### config.mk
export PLATFORM = sky130hd
export DESIGN_NAME = uls_top
export DESIGN_NICKNAME = d
export VERILOG_FILES = /design/src/uls_fifo.v /design/src/uls_rx.v /design/src/uls_top.v
export VERILOG_INCLUDE_DIRS = /design/src /design/src/src
export SDC_FILE = /design/constraint.sdc
export NUM_CORES = 1
export LEC_CHECK = 0
export ABC_AREA = 1
export BUFFER_PORTS_ARGS = -buffer_cell sky130_fd_sc_hd__buf_2
export CAP_MARGIN = 20
export CORE_MARGIN = 4
export CORE_UTILIZATION = 56
export DETAILED_ROUTE_END_ITERATION = 8
export GPL_TIMING_DRIVEN = 0
export PLACE_DENSITY_LB_ADDON = 0.05
export SKIP_CTS_REPAIR_TIMING = 1
export SYNTH_ARGS = -nofsm -noshare
export SYNTH_HDL_FRONTEND = slang
export SYNTH_SLANG_ARGS = --single-unit
### constraint.sdc
create_clock -name clk -period 5.1 [get_ports clk]
set_clock_uncertainty 0.2 [all_clocks]
set_input_delay 0.765 -clock clk [delete_from_list [all_inputs] [get_ports clk]]
set_output_delay 0.765 -clock clk [all_outputs]
set_load 0.005 [all_outputs]
### src/uls_regs.vh
// uls_regs.vh: register offsets, field positions, reset values and timing counts
// assumes: included by the design files of the line status block, 100 MHz clock
//
// Summary of operation
// - transmit-holding-empty (bit 5) sets when a character moves to the shift register
// - transmit-holding-empty clears in the cycle after the host writes a character
// - fifo mode: bit 5 high while transmit fifo empty, clears on first byte
// - bit 5 high with thr irq enable and irq mask bit 0 both set raises the interrupt request
// - break flag (bit 4) sets when serial input stays low a whole frame
// - fifo mode: a break of any length stores exactly one break character
// - framing error (bit 3) sets when the stop bit is not high
// - fifo mode: parity and framing flags follow the character at fifo head
// - parity error (bit 2) sets when received parity mismatches configured parity
// - overrun (bit 1) sets when a character completes while the fifo (or, fifo off, the holding register) is full
// - on overrun the shift register is overwritten, the fifo is left unchanged
// - data ready (bit 0) high while a received character waits, else low
// - reset clears break, framing, parity, overrun and data ready flags
// - bit 7 high while any fifo character carries a parity, framing or break error
// - bit 6 high when transmit fifo/holding and shift register are both empty
`ifndef ULS_REGS_VH
`define ULS_REGS_VH

// ***************************************************************
// register byte addresses
// ***************************************************************
`define ULS_ADDR_RX_DATA     12'h000
`define ULS_ADDR_TX_DATA     12'h004
`define ULS_ADDR_LINE_STATUS 12'h008
`define ULS_ADDR_CONTROL     12'h00C
`define ULS_ADDR_IRQ_STATUS  12'h010
`define ULS_ADDR_IRQ_MASK    12'h014

// ***************************************************************
// line status fields
// ***************************************************************
`define ULS_LS_READY     0
`define ULS_LS_OVERRUN   1
`define ULS_LS_PARITY    2
`define ULS_LS_FRAMING   3
`define ULS_LS_BREAK     4
`define ULS_LS_THR_EMPTY 5
`define ULS_LS_TX_EMPTY  6
`define ULS_LS_FIFO_ERR  7

// control fields: fifo enable, parity enable, even parity, thr irq enable
`define ULS_CTL_FIFO_EN  0
`define ULS_CTL_PAR_EN   1
`define ULS_CTL_PAR_EVEN 2
`define ULS_CTL_THR_IE   3
`define ULS_CTL_RESET    4'h0

// interrupt status fields
`define ULS_IRQ_THR      0
`define ULS_IRQ_RX       1
`define ULS_IRQ_LINE     2
`define ULS_IRQ_RESET    3'h0

// ***************************************************************
// timing: bit time in ns and its cycle count
// ***************************************************************
`define ULS_CLK_NS       10
`define ULS_BIT_NS       8680
`define ULS_BIT_CYCLES   (`ULS_BIT_NS / `ULS_CLK_NS)

`endif

### src/uls_fifo.v
// uls_fifo.v: synchronous fifo used for transmit and receive characters
// assumes: one clock, push ignored when full unless a pop comes in the same cycle, pop ignored when empty
`include "uls_regs.vh"

module uls_fifo #(
    parameter WIDTH = 11,
    parameter DEPTH = 32,
    parameter AW    = 5
) (
    // clock and reset
    input  wire             clk,
    input  wire             rst,
    // control
    input  wire             flush,
    input  wire             push,
    input  wire [WIDTH-1:0] push_data,
    input  wire             pop,
    // status
    output wire [WIDTH-1:0] head,
    output wire             empty,
    output wire             full,
    output wire [AW:0]      count
);
    reg [WIDTH-1:0] mem [0:DEPTH-1];
    reg [AW-1:0]    wr_ptr;
    reg [AW-1:0]    rd_ptr;
    reg [AW:0]      fill;
    wire            do_push;
    wire            do_pop;

    // a pop in the same cycle frees the slot, so a full fifo still takes the push
    assign do_push = push && ((fill != DEPTH[AW:0]) || pop);
    assign do_pop  = pop && (fill != {(AW+1){1'b0}});
    assign head    = mem[rd_ptr];
    assign empty   = (fill == {(AW+1){1'b0}});
    assign full    = (fill == DEPTH[AW:0]);
    assign count   = fill;

    always @(posedge clk) begin
        if (do_push) begin
            mem[wr_ptr] <= push_data;
        end
    end

    always @(posedge clk or posedge rst) begin
        if (rst) begin
            wr_ptr <= {AW{1'b0}};
            rd_ptr <= {AW{1'b0}};
            fill   <= {(AW+1){1'b0}};
        end else if (flush) begin
            wr_ptr <= {AW{1'b0}};
            rd_ptr <= {AW{1'b0}};
            fill   <= {(AW+1){1'b0}};
        end else begin
            if (do_push) begin
                wr_ptr <= wr_ptr + 1'b1;
            end
            if (do_pop) begin
                rd_ptr <= rd_ptr + 1'b1;
            end
            if (do_push && !do_pop) begin
                fill <= fill + 1'b1;
            end else if (do_pop && !do_push) begin
                fill <= fill - 1'b1;
            end
        end
    end
endmodule

### src/uls_rx.v
// uls_rx.v: 8n1/8p1 receiver producing a character with its error bits
// assumes: rxd synchronous to clk, idle high, bit time is a parameter
`include "uls_regs.vh"

module uls_rx #(
    parameter BIT_CYCLES = `ULS_BIT_CYCLES
) (
    // clock and reset
    input  wire       clk,
    input  wire       rst,
    // line and format
    input  wire       rxd,
    input  wire       par_en,
    input  wire       par_even,
    // character out: one-cycle pulse
    output reg        done,
    output reg  [7:0] data,
    output reg        par_err,
    output reg        frm_err,
    output reg        brk
);
    localparam S_IDLE  = 4'b0001;
    localparam S_BITS  = 4'b0010;
    localparam S_STOP  = 4'b0100;
    localparam S_BRKW  = 4'b1000;

    reg [3:0]  state;
    reg [15:0] tick;
    reg [3:0]  nbit;
    reg [8:0]  shift;
    reg        any_one;
    wire [3:0] nbits;
    wire       par_calc;

    assign nbits    = par_en ? 4'h9 : 4'h8;
    assign par_calc = ^shift[7:0] ^ ~par_even;

    // a frame ending low waits for the line to rise: one break char, no false start
    always @(posedge clk or posedge rst) begin
        if (rst) begin
            state   <= S_IDLE;
            tick    <= 16'h0000;
            nbit    <= 4'h0;
            shift   <= 9'h000;
            any_one <= 1'b0;
            done    <= 1'b0;
            data    <= 8'h00;
            par_err <= 1'b0;
            frm_err <= 1'b0;
            brk     <= 1'b0;
        end else begin
            done <= 1'b0;
            case (state)
            S_IDLE: begin
                any_one <= 1'b0;
                nbit    <= 4'h0;
                if (!rxd) begin
                    tick  <= BIT_CYCLES[15:0] + BIT_CYCLES[16:1];
                    state <= S_BITS;
                end
            end
            S_BITS: begin
                if (tick == 16'h0000) begin
                    tick    <= BIT_CYCLES[15:0] - 16'h0001;
                    any_one <= any_one | rxd;
                    if (nbit == 4'h8) begin
                        shift[8] <= rxd;
                    end else begin
                        shift[nbit[2:0]] <= rxd;
                    end
                    nbit <= nbit + 4'h1;
                    if (nbit + 4'h1 == nbits) begin
                        state <= S_STOP;
                    end
                end else begin
                    tick <= tick - 16'h0001;
                end
            end
            S_STOP: begin
                if (tick == 16'h0000) begin
                    done    <= 1'b1;
                    data    <= shift[7:0];
                    par_err <= par_en && (shift[8] != par_calc);
                    frm_err <= !rxd;
                    brk     <= !rxd && !any_one;
                    state   <= !rxd ? S_BRKW : S_IDLE;
                end else begin
                    tick <= tick - 16'h0001;
                end
            end
            S_BRKW: begin
                if (rxd) begin
                    state <= S_IDLE;
                end
            end
            default: state <= S_IDLE;
            endcase
        end
    end
endmodule

### src/uls_top.v
// uls_top.v: line status flags of one serial channel with apb registers
// assumes: apb master on clk, rxd synchronous, tx shifter drains at bit rate
`include "uls_regs.vh"

module uls_top #(
    parameter DEPTH      = 32,
    parameter AW         = 5,
    parameter BIT_CYCLES = `ULS_BIT_CYCLES
) (
    // clock and reset
    input  wire        clk,
    input  wire        rst,
    // apb slave
    input  wire        psel,
    input  wire        penable,
    input  wire        pwrite,
    input  wire [11:0] paddr,
    input  wire [31:0] pwdata,
    output reg  [31:0] prdata,
    output reg         pready,
    output reg         pslverr,
    // serial line
    input  wire        rxd,
    output reg         txd,
    // interrupt
    output reg         irq
);
    // ***************************************************************
    // state
    // ***************************************************************
    localparam T_IDLE = 2'b01;
    localparam T_SEND = 2'b10;

    reg  [3:0]  control;
    reg  [2:0]  irq_status;
    reg  [2:0]  irq_mask;
    reg         overrun;
    reg         ls_par;
    reg         ls_frm;
    reg         ls_brk;
    reg  [7:0]  rx_hold;
    reg         rx_hold_full;
    reg  [7:0]  rx_shift;
    reg  [7:0]  transmit_holding_register;
    reg         thr_full;
    reg  [1:0]  tstate;
    reg  [9:0]  tx_sr;
    reg  [3:0]  tx_n;
    reg  [15:0] tx_tick;
    reg  [AW:0] err_count;

    wire        rx_done;
    wire [7:0]  rx_data;
    wire        rx_perr;
    wire        rx_ferr;
    wire        rx_brk;
    wire [10:0] rxf_head;
    wire        rxf_empty;
    wire        rxf_full;
    wire [7:0]  txf_head;
    wire        txf_empty;
    wire        txf_full;
    wire        fifo_mode;
    wire        setup;
    wire        wr_en;
    wire        rd_en;
    wire        tx_load;
    wire        rx_pop;
    wire        rx_push;
    wire        ov_event;
    wire        thr_empty;
    wire        tx_empty;
    wire        head_perr;
    wire        head_ferr;
    wire        head_brk;
    wire [7:0]  line_status;
    wire        line_evt;
    wire        head_err;
    wire        push_err;

    function is_addr;
        input [11:0] a;
        input [11:0] b;
        begin
            is_addr = (a == b);
        end
    endfunction

    // ***************************************************************
    // apb decode: zero wait states, access phase answers at once
    // ***************************************************************
    assign setup     = psel && !penable;
    assign wr_en     = psel && penable && pwrite;
    assign rd_en     = psel && penable && !pwrite;
    assign fifo_mode = control[`ULS_CTL_FIFO_EN];

    // ***************************************************************
    // transmit side
    // ***************************************************************
    uls_fifo #(.WIDTH(8), .DEPTH(DEPTH), .AW(AW)) u_txf (
        .clk       (clk),
        .rst       (rst),
        .flush     (!fifo_mode),
        .push      (wr_en && fifo_mode && is_addr(paddr, `ULS_ADDR_TX_DATA)),
        .push_data (pwdata[7:0]),
        .pop       (tx_load && fifo_mode),
        .head      (txf_head),
        .empty     (txf_empty),
        .full      (txf_full),
        .count     ()
    );

    assign tx_load   = (tstate == T_IDLE) && (fifo_mode ? !txf_empty : thr_full);
    assign thr_empty = fifo_mode ? txf_empty : !thr_full;
    assign tx_empty  = thr_empty && (tstate == T_IDLE) && !tx_load;

    always @(posedge clk or posedge rst) begin
        if (rst) begin
            transmit_holding_register      <= 8'h00;
            thr_full <= 1'b0;
            tstate   <= T_IDLE;
            tx_sr    <= 10'h3FF;
            tx_n     <= 4'h0;
            tx_tick  <= 16'h0000;
            txd      <= 1'b1;
        end else begin
            // a host write in the load cycle wins, so thr_full stays set
            if (wr_en && !fifo_mode && is_addr(paddr, `ULS_ADDR_TX_DATA)) begin
                transmit_holding_register      <= pwdata[7:0];
                thr_full <= 1'b1;
            end else if (tx_load && !fifo_mode) begin
                thr_full <= 1'b0;
            end
            case (tstate)
            T_IDLE: begin
                txd <= 1'b1;
                if (tx_load) begin
                    tx_sr   <= {1'b1, fifo_mode ? txf_head : transmit_holding_register, 1'b0};
                    tx_n    <= 4'h0;
                    tx_tick <= 16'h0000;
                    tstate  <= T_SEND;
                end
            end
            T_SEND: begin
                if (tx_tick == 16'h0000) begin
                    txd     <= tx_sr[0];
                    tx_sr   <= {1'b1, tx_sr[9:1]};
                    tx_tick <= BIT_CYCLES[15:0] - 16'h0001;
                    tx_n    <= tx_n + 4'h1;
                    if (tx_n == 4'hA) begin
                        tstate <= T_IDLE;
                    end
                end else begin
                    tx_tick <= tx_tick - 16'h0001;
                end
            end
            default: tstate <= T_IDLE;
            endcase
        end
    end

    // ***************************************************************
    // receive side
    // ***************************************************************
    uls_rx #(.BIT_CYCLES(BIT_CYCLES)) u_rx (
        .clk      (clk),
        .rst      (rst),
        .rxd      (rxd),
        .par_en   (control[`ULS_CTL_PAR_EN]),
        .par_even (control[`ULS_CTL_PAR_EVEN]),
        .done     (rx_done),
        .data     (rx_data),
        .par_err  (rx_perr),
        .frm_err  (rx_ferr),
        .brk      (rx_brk)
    );

    assign rx_pop   = rd_en && is_addr(paddr, `ULS_ADDR_RX_DATA);
    assign ov_event = rx_done && (fifo_mode ? (rxf_full && !rx_pop) : (rx_hold_full && !rx_pop));
    assign rx_push  = rx_done && fifo_mode && !ov_event;

    uls_fifo #(.WIDTH(11), .DEPTH(DEPTH), .AW(AW)) u_rxf (
        .clk       (clk),
        .rst       (rst),
        .flush     (!fifo_mode),
        .push      (rx_push),
        .push_data ({rx_brk, rx_ferr, rx_perr, rx_data}),
        .pop       (rx_pop && fifo_mode),
        .head      (rxf_head),
        .empty     (rxf_empty),
        .full      (rxf_full),
        .count     ()
    );

    assign head_perr = !rxf_empty && rxf_head[8];
    assign head_ferr = !rxf_empty && rxf_head[9];
    assign head_brk  = !rxf_empty && rxf_head[10];
    assign head_err  = head_perr || head_ferr || head_brk;
    assign push_err  = rx_push && (rx_perr || rx_ferr || rx_brk);

    // count of stored characters with an error drives the fifo error bit
    always @(posedge clk or posedge rst) begin
        if (rst) begin
            err_count <= {(AW+1){1'b0}};
        end else if (!fifo_mode) begin
            err_count <= {(AW+1){1'b0}};
        end else if (push_err && !(rx_pop && head_err)) begin
            err_count <= err_count + 1'b1;
        end else if (!push_err && rx_pop && head_err) begin
            err_count <= err_count - 1'b1;
        end
    end

    assign line_status = {
        err_count != {(AW+1){1'b0}},
        tx_empty,
        thr_empty,
        fifo_mode ? head_brk  : ls_brk,
        fifo_mode ? head_ferr : ls_frm,
        fifo_mode ? head_perr : ls_par,
        overrun,
        fifo_mode ? !rxf_empty : rx_hold_full
    };

    always @(posedge clk or posedge rst) begin
        if (rst) begin
            rx_hold      <= 8'h00;
            rx_hold_full <= 1'b0;
            rx_shift     <= 8'h00;
            overrun      <= 1'b0;
            ls_par       <= 1'b0;
            ls_frm       <= 1'b0;
            ls_brk       <= 1'b0;
        end else begin
            if (rx_done) begin
                rx_shift <= rx_data;
            end
            if (rx_done && !fifo_mode && !ov_event) begin
                rx_hold      <= rx_data;
                rx_hold_full <= 1'b1;
            end else if (rx_pop) begin
                rx_hold_full <= 1'b0;
            end
            // a new event in the read cycle wins over the clear
            if (ov_event) begin
                overrun <= 1'b1;
            end else if (rd_en && is_addr(paddr, `ULS_ADDR_LINE_STATUS)) begin
                overrun <= 1'b0;
            end
            if (rx_done && !fifo_mode && !ov_event) begin
                ls_par <= rx_perr;
                ls_frm <= rx_ferr;
                ls_brk <= rx_brk;
            end else if (rd_en && is_addr(paddr, `ULS_ADDR_LINE_STATUS)) begin
                ls_par <= 1'b0;
                ls_frm <= 1'b0;
                ls_brk <= 1'b0;
            end
        end
    end

    // ***************************************************************
    // registers, sticky interrupt status and apb answer
    // ***************************************************************
    assign line_evt = ov_event || (rx_done && (rx_perr || rx_ferr || rx_brk));

    always @(posedge clk or posedge rst) begin
        if (rst) begin
            control    <= `ULS_CTL_RESET;
            irq_status <= `ULS_IRQ_RESET;
            irq_mask   <= `ULS_IRQ_RESET;
            prdata     <= 32'h0000_0000;
            pready     <= 1'b0;
            pslverr    <= 1'b0;
            irq        <= 1'b0;
        end else begin
            if (wr_en && is_addr(paddr, `ULS_ADDR_CONTROL)) begin
                control <= pwdata[3:0];
            end
            if (wr_en && is_addr(paddr, `ULS_ADDR_IRQ_MASK)) begin
                irq_mask <= pwdata[2:0];
            end
            irq_status[`ULS_IRQ_THR] <= (thr_empty && control[`ULS_CTL_THR_IE]) ||
                (irq_status[`ULS_IRQ_THR] &&
                 !(wr_en && is_addr(paddr, `ULS_ADDR_IRQ_STATUS) && pwdata[0]));
            irq_status[`ULS_IRQ_RX] <= rx_done ||
                (irq_status[`ULS_IRQ_RX] &&
                 !(wr_en && is_addr(paddr, `ULS_ADDR_IRQ_STATUS) && pwdata[1]));
            irq_status[`ULS_IRQ_LINE] <= line_evt ||
                (irq_status[`ULS_IRQ_LINE] &&
                 !(wr_en && is_addr(paddr, `ULS_ADDR_IRQ_STATUS) && pwdata[2]));
            irq     <= |(irq_status & irq_mask);
            pready  <= setup;
            pslverr <= 1'b0;
            prdata  <= 32'h0000_0000;
            if (setup && !pwrite) begin
                case (paddr)
                `ULS_ADDR_RX_DATA:     prdata <= {24'h000000, fifo_mode ? rxf_head[7:0] : rx_hold};
                `ULS_ADDR_LINE_STATUS: prdata <= {24'h000000, line_status};
                `ULS_ADDR_CONTROL:     prdata <= {28'h0000000, control};
                `ULS_ADDR_IRQ_STATUS:  prdata <= {29'h00000000, irq_status};
                `ULS_ADDR_IRQ_MASK:    prdata <= {29'h00000000, irq_mask};
                default:               prdata <= 32'h0000_0000;
                endcase
            end
            if (setup && !is_addr(paddr, `ULS_ADDR_RX_DATA) && !is_addr(paddr, `ULS_ADDR_TX_DATA)
                && !is_addr(paddr, `ULS_ADDR_LINE_STATUS) && !is_addr(paddr, `ULS_ADDR_CONTROL)
                && !is_addr(paddr, `ULS_ADDR_IRQ_STATUS) && !is_addr(paddr, `ULS_ADDR_IRQ_MASK)) begin
                pslverr <= 1'b1;
            end
        end
    end
endmodule

== Yosys cells after proc, flatten, opt, wreduce, memory -nomap -nowiden ==
Memories as Yosys holds them, arrays and structs flattened.
Index checks and enable logic that the tools add are counted.
Cells by class
  $add $sub $neg: 14
  order comparisons: 2
  equality and inequality tests: 34
  multiplexer cells: 79
  bitwise operators: 5
  reduce and logical (&&, ||, !) cells: 123
Operators with widths (count)
  $mux W16: 5
  $logic_and A1 B1 Y1: 60
  $mux W6: 9
  $pmux W16 S3: 1
  $mux W5: 8
  $pmux W8 S5: 1
  $mux W4: 9
  $logic_not A16 Y1: 2
  $pmux W16 S2: 1
  $sub A16 B1 Y16 const B: 2
  $mux W1: 28
  $logic_not A1 Y1: 26
  $eq A12 B4 Y1 const B: 2
  $eq A12 B5 Y1 const B: 2
  $mux W8: 3
  $add A5 B1 Y5 const B: 4
  $mux W10: 2
  $pmux W10 S2: 1
  $add A6 B1 Y6 const B: 3
  $reduce_bool A6 Y1: 3
  $sub A6 B1 Y6 const B: 3
  $pmux W4 S2: 2
  $pmux W4 S4: 1
  $ne A2 B1 Y1 const B: 7
  other kinds (35): 72
Storage, ports and cells
  register bits: 184
  memory bits (writable): 608
  input bits: 50
  logic and storage cells: 297
  memories kept: 2
Memory list
  u_rxf.mem: depth 32, bits a word 11, rd ports 1, clocked after Yosys merged registers in 0, write ports 1, line uls_fifo.v:24  | reg [WIDTH-1:0] mem [0:DEPTH-1];
  u_txf.mem: depth 32, bits a word 8, rd ports 1, clocked after Yosys merged registers in 0, write ports 1, line uls_fifo.v:24

== Longest topological paths before layout ==
  word-level depth: 16
  gate-level depth with buffers: 25
  mapped depth without buffers: 23

== Cells and area by module ==
Synthesis repeated with hierarchy kept, for this count alone.
Second synthesis, totals
  cells, all modules: 3165
  area total of the unflattened synthesis: 34229.1 um^2
Modules (own cells, without submodules)
  uls_fifo at u_rxf: instances 1, cells an instance 1251, area an instance 15242.1 um^2, sequential area each 10970.5 um^2
  uls_fifo at u_txf: instances 1, cells an instance 961, area an instance 11369.7 um^2, sequential area each 8087.8 um^2
  uls_top: instances 1, cells an instance 602, area an instance 4919.7 um^2, sequential area each 2040.7 um^2
  uls_rx: instances 1, cells an instance 351, area an instance 2697.6 um^2, sequential area each 1152.4 um^2

== Least setup slack after synthesis ==
OpenSTA, ideal clock, no wires.
  path type: input-to-reg
  start: input paddr[1]
  end: register u_rxf.fill[5] (netlist: u_rxf.count[5])
  setup time: 0.066 ns
  arrival: 3.271 ns
  setup slack: 1.563 ns
  cell stages on the path: 19
  cells stage by stage: or2_1 > nor3_2 > nand2_1 > nor2_4 > nand2_4 > nand2_4 > nand2_4 > nor2_4 > inv_1 > ha_1 > nand2_1 > nand2_1 > a31oi_1 > o21ai_0 > a21oi_1 > xnor2_1 > xnor2_1 > o21ai_0 > nand2_1
Between the ends
  word-level cells in the longest chain between the ends: 12
Ends and longest elaborated chain
  from (decl): line uls_top.v:17  | input wire [11:0] paddr,
  $logic_not A12 Y1 (*): line uls_top.v:85  | is_addr = (a == b);
  $logic_and A1 B1 Y1 (*): line uls_top.v:178  | assign rx_pop = rd_en && is_addr(paddr, `ULS_ADDR_RX_DATA);
  $logic_not A1 Y1: line uls_top.v:179  | assign ov_event = rx_done && (fifo_mode ? (rxf_full && !rx_pop) : (rx_hold_full && !rx_pop));
  $logic_and A1 B1 Y1: line uls_top.v:179
  $mux W1: line uls_top.v:179
  $logic_and A1 B1 Y1: line uls_top.v:179
  $logic_not A1 Y1: line uls_top.v:180  | assign rx_push = rx_done && fifo_mode && !ov_event;
  $logic_and A1 B1 Y1: line uls_top.v:180
  $logic_and A1 B1 Y1: line uls_fifo.v:32  | assign do_push = push && ((fill != DEPTH[AW:0]) || pop);
  $logic_not A1 Y1 or $logic_and A1 B1 Y1 (tied branches): line uls_fifo.v:63, uls_fifo.v:61
  $logic_and A1 B1 Y1 or $mux W6 (tied branches): line uls_fifo.v:63, uls_fifo.v:61
  $ne A3 B1 Y1 (no line) or $mux W6 (tied branches)
  to (signal assigned): line uls_fifo.v:49  | fill <= {(AW+1){1'b0}};
  to (signal assigned): line uls_fifo.v:62  | fill <= fill + 1'b1;
  to (signal assigned): line uls_fifo.v:64  | fill <= fill - 1'b1;
  to (decl): line uls_fifo.v:27  | reg [AW:0] fill;
Mark *: on every way between the ends. The rest lies on a longest branch, timed or not.
A chain may end at the register's enable or synchronous reset.

== Worst setup path in the final report ==
  start: register u_rxf.rd_ptr[1]
  end: register err_count[5]
Between the ends
  word-level cells in the longest chain between the ends: 9
Ends and longest elaborated chain
  from (decl): line uls_fifo.v:26  | reg [AW-1:0] rd_ptr;
  from (signal assigned): line uls_fifo.v:48  | rd_ptr <= {AW{1'b0}};
  from (signal assigned): line uls_fifo.v:52  | rd_ptr <= {AW{1'b0}};
  from (signal assigned): line uls_fifo.v:59  | rd_ptr <= rd_ptr + 1'b1;
  $mem_v2 Z32 W11 (*)
  $logic_and A1 B1 Y1, on equally long branches: line uls_top.v:195, uls_top.v:196
  $logic_or A1 B1 Y1: line uls_top.v:198  | assign head_err = head_perr || head_ferr || head_brk;
  $logic_or A1 B1 Y1 (*): line uls_top.v:198
  $logic_and A1 B1 Y1: line uls_top.v:207  | end else if (push_err && !(rx_pop && head_err)) begin
  $logic_not A1 Y1: line uls_top.v:207
  $logic_and A1 B1 Y1: line uls_top.v:207
  $mux W6: line uls_top.v:207
  $mux W6: line uls_top.v:205  | end else if (!fifo_mode) begin
  to (signal assigned): line uls_top.v:204  | err_count <= {(AW+1){1'b0}};
  to (signal assigned): line uls_top.v:206  | err_count <= {(AW+1){1'b0}};
  to (signal assigned): line uls_top.v:208  | err_count <= err_count + 1'b1;
  to (decl): line uls_top.v:50  | reg [AW:0] err_count;
Marked as above.

==> impl_metrics.tcl <==
set metrics [dict create \
    cts_tree "done" \
    wirelength_um 91450 \
    routed-via-count 23660 \
    drv_slew 0 \
    wire_per_inst_um 23.28 \
    rsz0062_at_grt "false" \
    cts_buffer_depth 3 \
    seqCellArea_sq_um 22250 \
    cts.sinks 767 \
    slew_headroom 0.2556 \
    drt_iter0_drc 2470 \
    routed_via_density 6.024 \
    fill_cells 4475 \
    finalHoldViolCount 0 \
    clk_pin_slew_worst_paths_ps 60 \
    grt_max_degree 43 \
    synth_cell_type_count 57 \
    numPortBuffers 37 \
    fin_crit_ps 4249 \
    synthArstFlopShare 0.2073 \
    synth-seq-cells 767 \
    start_kind "flip-flop" \
    diodes 0 \
    gp_congestion 0.9233 \
    avgSynthCellArea_sq_um 11.20 \
    rows 88 \
    hp-class "in -> reg" \
    layout-drive-gt1-share 0.1012 \
    worst_hold_slack_ps 140.6 \
    maxCapViolations 0 \
    power_density_nw_per_um2 352.0 \
    antenna_found_initial 0 \
    drc 0 \
    grt_pass1_vias 22930 \
    cts_buffers 80 \
    dieHeight_um 249.8 \
    mostFrequentLayoutCells "edfxtp_1, nand2_1, nor2_1" \
    seq_area_frac_synth 0.6795 \
    die_width_um 249.8 \
    ir_worst_vdd_uv 390.8 \
    floorplan.initialDensity 0.5665 \
    yosysTopAreaCellShare 0.5575 \
    globalRouteOverflowTotal 0 \
    fin_setup_tns_ps 0 \
    cp_max_fo 11 \
    areaGrowthSynthToFinish_pct 13.53 \
    yosys_warnings 0 \
    fin_crit_sh 0.8332 \
    yosys.area.top_type "edfxtp_1" \
    pin_count 86 \
    multi_input_area_sq_um 9280 \
    drtPass1Iterations 5 \
    synth-edff-count 608 \
    status "completed" \
    grt_pass1_wl_um 137200 \
    layout.nets 3183 \
    setup_viol 0 \
    ys.flop_type "edfxtp_1" \
    syn_area_sq_um 32750 \
    critPathCaptureType "flip-flop" \
    core_area_sq_um 57810 \
    cts-root-buf "clkbuf_16" \
    insertion_delay_ps 630 \
    final_common_cell "edfxtp_1" \
    dp_hpwl_um 60810 \
    track_usage 0.2871 \
    max_freq_ghz 0.2353 \
    p_leak_uw 0.01417 \
    syn_inst 2924 \
    synth_area_leaders "edfxtp_1, dfrtp_1, o21ai_0" \
    crit_type "reg -> reg" \
    worst_slew_pin_slew_ps 1113 \
    ctsHtreeMaxLevel 3 \
    dieArea_sq_um 62410 \
    cp.required_ps 5400 \
    crit_arrival_ps 4550 \
    ant_nets 0 \
]
-- metrics by stage --
step                      std cells  setup WS [ps]  instance area (sq um)  total power (uW)  utilization
after CTS                      3918          924.7                  36940             13140       0.6390
final                          3928          850.6                  37180             13090       0.6431
after global placement         3749          82.57                  33980              7472       0.5878
after floorplan                2947           1563                  32840              7334            -
after global routing           3928          618.5                  37180             13520       0.6431
after detailed placement       3772          957.4                  34380              7502       0.5948
-- final timing paths --
kind                                         endpoint                   startpoint  depth (start not counted)  slack [ps]
min in group asynchronous  u_txf.count[4]$_DFFE_PP0P_                          rst                          3         510
setup / recovery             err_count[5]$_DFFE_PP0P_  u_rxf.rd_ptr[1]$_DFFE_PP0P_                         24         850
hold reg to reg                  tx_sr[5]$_DFFE_PP1P_         tx_sr[5]$_DFFE_PP1P_                          2         270
setup reg to reg             err_count[5]$_DFFE_PP0P_  u_rxf.rd_ptr[1]$_DFFE_PP0P_                         24         850
hold / removal                      pslverr$_DFF_PP0_                      penable                          2         140
max in group asynchronous    u_rx.data[1]$_DFFE_PP0P_                          rst                          5        3370
-- logic make-up after synthesis --
family	synth area share
mux	0.002063
compound gates	0.1038
xor+xnor	0.008023
buf+inv	0.04222
simple gates	0.1506
fa+ha+maj	0.01368
other cells	0.0001145
flops	0.6795
-- synth_stat cells (6+ instances only) --
cell type	n
a21oi_1	54
buf_1	11
nand2_1	419
buf_2	28
o21ai_1	8
o22ai_1	105
nand4_1	33
nor3_1	36
o211ai_1	12
buf_4	27
nor3b_1	7
dfrtp_1	147
xnor2_1	14
dfstp_2	12
inv_1	153
nand3_1	199
o21ai_0	377
ha_1	31
inv_2	7
clkbuf_1	96
o221ai_1	28
nor2_1	412
edfxtp_1	608
xor2_1	16
mux2_2	6
-- critical path, stage by stage (launching register included) --
cell and delay [ps]:
dfrtp_1 500, inv_1 180, buf_4 210, buf_2 330
nand3_1 120, nand3_1 120, nand2_1 90, nand2_1 60
nand3_1 140, nand3_1 220, nand3_1 250, nand2_1 200
nand2_4 130, ha_1 370, nand3_1 110, nand3_1 120
nand2_1 110, nand2_1 60, a21oi_1 150, xor2_1 200
inv_1 60, nand2_1 60, nand2_1 50, nand2_1 60
nand2_1 50
-- sequential cells by signal, summed over array words and instances (netlist names), 6 cells and up --
register	cells
u_rx.data	8
u_txf.mem	256
u_rxf.mem	352
tx_sr	9
u_rxf.count	6
u_txf.count	6
prdata	8
err_count	6
rx_hold	8
u_rx.shift	9
transmit_holding_register	8
tx_tick	16
u_rx.tick	16
-- report_power, final --
group	internal, uW	switching (uW)	leakage (uW)
registers	6790	60.8	0.00803
logic	160	370	0.00490
clock network	3320	2390	0.00124
-- layer usage --
metal,vias to the layer above,global-route usage,part of all wire
met5,-,0,0
met1,11600,0.3817,0.39
met4,0,0.1425,0.057
li1,10680,-,-
met2,1103,0.4657,0.48
met3,276,0.04491,0.075
-- area by class of cell --
| class | count | area share |
|---|---|---|
| Sequential cell | 767 | 0.5985 |
| Multi-Input combinational cell | 1852 | 0.2496 |
| Inverter | 164 | 0.01666 |
| Timing Repair Buffer | 70 | 0.02002 |
| Clock inverter | 30 | 0.007404 |
| Clock buffer | 116 | 0.06139 |
| Tap cell | 765 | 0.02575 |
| Buffer | 164 | 0.02063 |
Power figures use the tool's default switching activity.
